--- src/verilog/ipdis_cfg.svh ---
// Address, interrupt level and reset constants of the port decoder.
// Assumes inclusion by bare name from the package and the decoder.
`ifndef IPDIS_CFG_SVH
`define IPDIS_CFG_SVH

// ----------------------------------------
// Address map
// ----------------------------------------
`define IPDIS_ADDR_W 16
`define IPDIS_BASE_MIN 7'h20
`define IPDIS_STATUS_OFS 16'h0400
`define IPDIS_STATUS_BIT 10
`define IPDIS_CHAN_N 8
`define IPDIS_CHAN_SPAN 7'h08
`define IPDIS_REG_W 3

// ----------------------------------------
// Interrupt levels
// ----------------------------------------
`define IPDIS_LEVEL_N 16
`define IPDIS_LEVEL_W 4
`define IPDIS_LVL_UPPER 8
`define IPDIS_LVL_EXCL 4'hD

// ----------------------------------------
// Reset values
// ----------------------------------------
`define IPDIS_CS_N_RST 8'hFF
`define IPDIS_DATA_RST 8'h00

`endif

--- src/verilog/ipdis_pkg.sv ---
// Types shared by the port decoder.
// Assumes ipdis_cfg.svh is on the include path.
`include "ipdis_cfg.svh"

package ipdis_pkg;

	// Host bus strobes as seen at the card edge
	typedef struct packed {
		logic aen;
		logic ior_n;
		logic iow_n;
	} ipdis_ctl_s;

	typedef logic [`IPDIS_LEVEL_W-1:0] ipdis_level_t;

	// Whole decoder state, synchronisers and outputs
	typedef struct packed {
		logic [`IPDIS_ADDR_W-1:0] addr_m;
		logic [`IPDIS_ADDR_W-1:0] addr_s;
		ipdis_ctl_s ctl_m;
		ipdis_ctl_s ctl_s;
		logic [6:0] sw_m;
		logic [6:0] sw_s;
		logic [`IPDIS_CHAN_N-1:0] chirq_m;
		logic [`IPDIS_CHAN_N-1:0] chirq_s;
		logic [`IPDIS_CHAN_N-1:0][`IPDIS_LEVEL_W-1:0] jmp_m;
		logic [`IPDIS_CHAN_N-1:0][`IPDIS_LEVEL_W-1:0] jmp_s;
		logic slot8_m;
		logic slot8_s;
		logic [`IPDIS_CHAN_N-1:0] cs_n;
		logic [`IPDIS_REG_W-1:0] reg_sel;
		logic [7:0] rd_data;
		logic rd_oe;
		logic [`IPDIS_LEVEL_N-1:0] irq;
	} ipdis_state_s;

endpackage

--- src/verilog/ipdis_decoder.sv ---
// Host I/O decoder and shared interrupt logic of an eight-port serial card.
// Assumes all inputs are asynchronous pins (bus, switches, jumpers, UART irqs).
`timescale 1ns/10ps
`include "ipdis_cfg.svh"

module ipdis_decoder
	import ipdis_pkg::*;
(
	input wire logic clk,
	input wire logic rst_n,
	input wire logic [`IPDIS_ADDR_W-1:0] host_addr,
	input wire logic host_aen,
	input wire logic host_ior_n,
	input wire logic host_iow_n,
	input wire logic [6:0] base_sw_off,
	input wire logic [`IPDIS_CHAN_N-1:0] chan_irq,
	input wire logic [`IPDIS_CHAN_N-1:0][`IPDIS_LEVEL_W-1:0] irq_jumper,
	input wire logic slot_8bit,
	output logic [`IPDIS_CHAN_N-1:0] chan_cs_n,
	output logic [`IPDIS_REG_W-1:0] chan_reg_sel,
	output logic [7:0] status_rd_data,
	output logic status_rd_oe,
	output logic [`IPDIS_LEVEL_N-1:0] host_irq
);

	ipdis_state_s st_q;
	ipdis_state_s st_d;
	logic [`IPDIS_LEVEL_N-1:0] lvl_or;

	// ----------------------------------------
	// Level routing
	// ----------------------------------------
	genvar gl;
	generate
		for (gl = 0; gl < `IPDIS_LEVEL_N; gl++) begin : g_lvl
			logic [`IPDIS_CHAN_N-1:0] hit;
			for (genvar gc = 0; gc < `IPDIS_CHAN_N; gc++) begin : g_ch
				assign hit[gc] = st_q.chirq_s[gc] && (st_q.jmp_s[gc] == ipdis_level_t'(gl));
			end
			// Only levels 2-7 and 10-15 without 13 exist on the card
			if ((gl >= 2 && gl <= 7) || (gl >= 10 && gl <= 15 && gl != 13)) begin : g_ok
				if (gl >= `IPDIS_LVL_UPPER) begin : g_up
					assign lvl_or[gl] = |hit && !st_q.slot8_s;
				end else begin : g_lo
					assign lvl_or[gl] = |hit;
				end
			end else begin : g_none
				assign lvl_or[gl] = 1'b0;
			end
		end
	endgenerate

	// ----------------------------------------
	// Decode
	// ----------------------------------------
	always_comb begin
		logic [6:0] ofs;
		logic base_ok;
		logic in_win;
		logic stat_hit;
		logic access;
		ofs = 7'h00;
		base_ok = 1'b0;
		in_win = 1'b0;
		stat_hit = 1'b0;
		access = 1'b0;
		st_d = st_q;
		// Two-flop synchronisers on every pin
		st_d.addr_m = host_addr;
		st_d.addr_s = st_q.addr_m;
		st_d.ctl_m = '{aen: host_aen, ior_n: host_ior_n, iow_n: host_iow_n};
		st_d.ctl_s = st_q.ctl_m;
		st_d.sw_m = base_sw_off;
		st_d.sw_s = st_q.sw_m;
		st_d.chirq_m = chan_irq;
		st_d.chirq_s = st_q.chirq_m;
		st_d.jmp_m = irq_jumper;
		st_d.jmp_s = st_q.jmp_m;
		st_d.slot8_m = slot_8bit;
		st_d.slot8_s = st_q.slot8_m;
		// Switch off counts as one, so the synced level is the base directly
		ofs = 7'(st_q.addr_s[9:3] - st_q.sw_s);
		base_ok = st_q.sw_s >= `IPDIS_BASE_MIN;
		in_win = base_ok && (st_q.addr_s[15:10] == 6'h00) && (st_q.addr_s[9:3] >= st_q.sw_s)
			&& (ofs < `IPDIS_CHAN_SPAN);
		stat_hit = base_ok && ((st_q.addr_s & ~16'h0007) == ({6'h00, st_q.sw_s, 3'h0} | `IPDIS_STATUS_OFS));
		access = !st_q.ctl_s.aen && !(st_q.ctl_s.ior_n && st_q.ctl_s.iow_n);
		st_d.cs_n = `IPDIS_CS_N_RST;
		if (access && in_win) begin
			st_d.cs_n[ofs[2:0]] = 1'b0;
		end
		st_d.reg_sel = st_q.addr_s[2:0];
		st_d.rd_oe = 1'b0;
		st_d.rd_data = `IPDIS_DATA_RST;
		// Writes to the status address are ignored
		if (!st_q.ctl_s.aen && !st_q.ctl_s.ior_n && stat_hit) begin
			st_d.rd_oe = 1'b1;
			st_d.rd_data = st_q.chirq_s;
		end
		st_d.irq = lvl_or;
	end

	// ----------------------------------------
	// State register
	// ----------------------------------------
	always_ff @(posedge clk or negedge rst_n) begin
		if (!rst_n) begin
			st_q <= '0;
			st_q.cs_n <= `IPDIS_CS_N_RST;
			st_q.ctl_m <= '{aen: 1'b1, ior_n: 1'b1, iow_n: 1'b1};
			st_q.ctl_s <= '{aen: 1'b1, ior_n: 1'b1, iow_n: 1'b1};
		end else begin
			st_q <= st_d;
		end
	end

	// ----------------------------------------
	// Outputs
	// ----------------------------------------
	assign chan_cs_n = st_q.cs_n;
	assign chan_reg_sel = st_q.reg_sel;
	assign status_rd_data = st_q.rd_data;
	assign status_rd_oe = st_q.rd_oe;
	assign host_irq = st_q.irq;

	// ----------------------------------------
	// Per-channel checks
	// ----------------------------------------
	for (genvar gc = 0; gc < `IPDIS_CHAN_N; gc++) begin : g_chk

	end
endmodule

--- config.mk ---
export PLATFORM = sky130hd
export DESIGN_NAME = ipdis_decoder
export DESIGN_NICKNAME = d
export VERILOG_FILES = /design/src/verilog/ipdis_pkg.sv /design/src/verilog/ipdis_decoder.sv
export VERILOG_INCLUDE_DIRS = /design/src /design/src/verilog
export SDC_FILE = /design/constraint.sdc
export NUM_CORES = 1
export LEC_CHECK = 0
export CORE_MARGIN = 2
export CORE_UTILIZATION = 37
export CTS_CLUSTER_DIAMETER = 120
export CTS_CLUSTER_SIZE = 16
export DETAILED_ROUTE_END_ITERATION = 8
export DONT_BUFFER_PORTS = 1
export PLACE_DENSITY = 0.57
export SLEW_MARGIN = 5
export SYNTH_ARGS = -nofsm -noshare
export SYNTH_HDL_FRONTEND = slang
export SYNTH_SLANG_ARGS = --single-unit
export TNS_END_PERCENT = 50
--- constraint.sdc ---
create_clock -name clk -period 2.3 [get_ports clk]
set_clock_uncertainty 0.2 [all_clocks]
set_input_delay 0.46 -clock clk [delete_from_list [all_inputs] [get_ports clk]]
set_output_delay 0.46 -clock clk [all_outputs]
set_load 0.03 [all_outputs]
Yosys cells after proc, flatten, opt, wreduce, memory -nomap -nowiden:

Index checks and enable logic that the tools add are counted.

* add/sub/neg operators: 1
* magnitude comparators: 5
* equality and inequality tests: 89
* multiplexer cells: 4
* bitwise operators: 1
* reduce and logical (&&, ||, !) cells: 119

Operators with widths (number)
* $eq A4 B4 Y1 const B: 40
* $eq A4 B3 Y1 const B: 32
* $logic_and A1 B1 Y1: 103
* $reduce_or A8 Y1: 11
* $eq A4 B2 Y1 const B: 16
* $eq A13 B8 Y1: 1
* $mux W9: 1
* $mux W8: 1
* $not A8 Y8: 1
* $ge A7 B6 Y1 const B: 1
* $ge A7 B7 Y1: 1
* $lt A7 B4 Y1 const B: 1
* $sub A7 B7 Y7: 1
* $logic_not A6 Y1: 1
* $logic_not A1 Y1: 4
* $lt A3 B4 Y1 const B: 1
* $demux W1 S3: 1
* $ge A3 B1 Y1 const B: 1
* $mux W1: 1

* register bits: 165
* bits of input ports: 69

Logic depth before layout (Yosys ltp):

* depth after elaboration: 7
* gate-level depth with buffers: 8

Worst setup path after synthesis:

OpenSTA, ideal clock, no wires.

* path kind: register to register
* from: reg st_q[141] in the netlist's numbering
* to: reg st_q (netlist bit chan_cs_n[0])
* arrival: 2018 ps
* required time: 1995 ps
* slack: -23 ps
* stages on the path, launching flop included: 9
* clock period less this slack: 2323 ps
* cells stage by stage: dfrtp_1 > inv_1 > ha_1 > inv_1 > fa_1 > and3_4 > or4_4 > a22oi_4 > nand4_1

RTL lines
* from (decl): line ipdis_decoder.sv:26 `ipdis_state_s st_q;`
* from (signal assigned): line ipdis_decoder.sv:113 `st_q <= st_d;`

==> out/metrics.csv <==
metric,value,unit
status,"complete, but fails checks",
failing checks,"negative hold slack, negative setup slack",
grt total ovfl,0,
largest net degree at the start of global routing,166,
YS warnings,0,
most common flop cell mapped by yosys,dfrtp_1,
global-route wire length before repair,18600,µm
"worst slack, placed",-0.0948,ns
Compound-Gate Fraction of Synth Area,4.42,%
total power,0.00625,W
Synth async-reset ratio,100,%
main combinational cell family by area after synthesis,simple AND/OR/NAND/NOR gates,
PnR worst setup slack,-0.0269,ns
Clock Latency Late Sink,0.42,ns
CP Class,register to register,
fmax,430,MHz
Iter 0 DRT Violations,152,
antenna violations before repair,0,
worst reg2reg endpoint,chan_cs_n[4],
syn_area_per_cell,13.8,µm²
Nets,559,
overall routing resource usage,15.3,%
CP required,2.42,ns
Post-Synthesis Cells,421,
Fin. Hold Viols,165,
Adder-Cell Fraction of Synth Area,1.86,%
slew at the pin with the worst max-slew slack,0.509,ns
Wirelength per Cell,16.7,µm
DR DRC count,0,
Register-to-Register Path Depth,8,
simple-gate share of the synthesized area,16.6,%
Rows,45,
RR Startpoint,st_q[141],
TritonRoute pass-1 iters,4,
I/O pin cnt,105,
Final setup viols,8,
fin crit period,2.33,ns
maximum clock path buffer count,2,
TNS Setup,-0.0990,ns
CTS root buffer,clkbuf_16,
antenna cells,0,
final WL,11800,µm
CP arrival,2.45,ns
slew margin rel.,65.9,%
Final ANT Viol Nets,0,
flop-to-flop setup slack,-0.03,ns
clock slew seen by the registers of the worst setup and hold paths,0.06,ns
final core occ,46.7,%
worst hold slack,-0.464,ns
vias in the first global route,3476,
cell area after synthesis,5800,µm²
H-tree depth,4,
max-slew violation count,0,
post-DP HPWL,8100,µm
register area share after synthesis,71.5,%
critical path launch point type,register,
CTS Buf Count,17,
fin crit share,101,%
CTS Hold Bufs,67,
CP Max Fanout,8,
Initial Util,38.0,%
Layout area overhead,22.9,%
Synth cell types,42,
drt via density,4.73,
gpl congestion,0.900,
Pleak,3.01,nW
Sink Count,165,
Power Density,877,nW/µm²
post-synthesis mux area share,0,%
worst vdd ir,0.505,mV
Yosys reg bits,165,
Setup crit end kind,register,
Die Span Y,129,µm
Hold Path Class,primary input to async pin,
Die Wd,129,µm
CTS tree,built,
vias,3339,
die area,16700,µm²
RSZ-0062 raised after global routing,yes,
total core area,15300,µm²
layout cells sized above 1,13.1,%
Post-Synth XOR/XNOR Area,0.302,%
Post-synth EDFFs,0,
PortBufs,0,
MaxCap Viol Count,0,
[state kept, by name, indices dropped and copies added, names as in the netlist]
name / cells
st_d: 70
chan_reg_sel: 3
status_rd_oe: 1
st_q: 64
status_rd_data: 8
host_irq: 11
chan_cs_n: 8
[critical path: stages (launching register included)]
cell	delay, ns
dfrtp_1	0.36
inv_1	0.05
ha_2	0.18
inv_2	0.04
fa_2	0.34
and3_4	0.16
or4_4	0.49
a22oi_4	0.28
nand4_1	0.14
[synth_stat cells, drive strengths merged, types with 2 or more instances]
cell type	number	share of area, %
dfrtp	151	65
nor3	36	3.2
buf	35	4.5
nand2	21	1.4
o22ai	17	1.8
nand2b	16	1.7
dfstp	14	6.3
nor2	13	0.84
nor4	13	1.7
inv	10	0.65
nand3	10	0.86
nor3b	10	1.3
nand3b	9	1.2
and2	8	0.86
nand4	8	0.86
a21oi	7	0.60
ha	7	1.5
nor4b	6	0.91
and3	3	0.41
o32ai	3	0.45
or3b	3	0.45
nand4b	2	0.30
nor4bb	2	0.35
o21ai	2	0.17
or4	2	0.32
[kinds of logic (layout without fill, tap and decap cells)]
| family | count (synthesis) | in the layout |
|---|---|---|
| adders and majority gates | 8 | 8 |
| and+or+nand+nor | 162 | 162 |
| other | 1 | 5 |
| buffers and inverters | 46 | 116 |
| xor gates and xnor gates | 2 | 2 |
| AOI/OAI and AO/OA | 37 | 37 |
| DFF | 165 | 165 |
[metal layers]
metal | global-route usage, % | vias to the layer above | part of all wire [%]
met5 | 0 | - | 0
met3 | 4.87 | 17 | 6.2
met2 | 22.7 | 115 | 46
met1 | 20.8 | 1638 | 46
li1 | - | 1569 | -
met4 | 6.46 | 0 | 1.8
[worst max path at each step]
stage,start,end,slack [ns],cells past startpoint
after floorplan,st_q[141],chan_cs_n[0],0.0008,8
after global placement,st_q[141],chan_cs_n[4],-0.03,8
after detailed placement,st_q[141],chan_cs_n[4],-0.09,8
after CTS,st_q[141],chan_cs_n[4],-0.09,8
after global routing,st_q[141],chan_cs_n[3],-0.12,8
final,st_q[141],chan_cs_n[4],-0.03,8
[report_power, final]
group / internal, W / switching (W)
registers: 0.00305 / 0.000122
clock network: 0.00159 / 0.00113
logic: 0.000183 / 0.000176
total: 0.00482 / 0.00143
[stage by stage]
step                hold WS [ns]  instance area, µm²  instances
finish                    -0.464                7130        706
global route              -0.490                7130        706
CTS                       -0.489                7120        705
detailed placement       -0.0315                5850        605
global placement         -0.0314                5850        605
floorplan                -0.0356                5810        425
[cells in the final DEF, fill, tap and decap left out, types with 2 or more instances in the layout]
cell,Yosys,layout
nor3_1,35,35
dlygate4sd3_1,0,67
nand3b_1,9,9
nand2_1,21,21
nand3_1,10,10
nand4_1,8,8
clkinvlp_4,0,3
o22ai_1,17,17
clkbuf_16,0,17
o32ai_1,3,3
a21oi_1,7,7
ha_1,7,6
buf_4,35,7
nand4b_1,2,2
nor4b_1,6,6
and3_1,2,2
nand2b_1,16,16
dfrtp_1,151,151
nor3b_1,10,10
clkinv_4,0,5
nor2_1,13,13
inv_1,10,9
and2_1,8,8
conb_1,1,5
or3b_2,3,3
nor4bb_1,2,2
nor4_1,12,12
clkbuf_8,0,3
dfstp_2,14,14
o21ai_0,2,2
[layout make-up]
| class | instances | area (µm²) |
|---|---|---|
| inverters | 10 | 37.5 |
| clock buffers | 20 | 467 |
| fillers | 1331 | 8130 |
| flip-flops and latches | 165 | 4150 |
| repair buffers | 74 | 723 |
| multi-input cells | 214 | 1370 |
| well taps | 211 | 264 |
| clock inverters | 12 | 121 |
[repair_timing]
action	in CTS	in global routing
buffers inserted	1	1
gates resized for setup	3	0
hold endpoints to repair	232	165
setup endpoints to repair	8	8
pin swaps	4	5
Power figures use the tool's default switching activity.
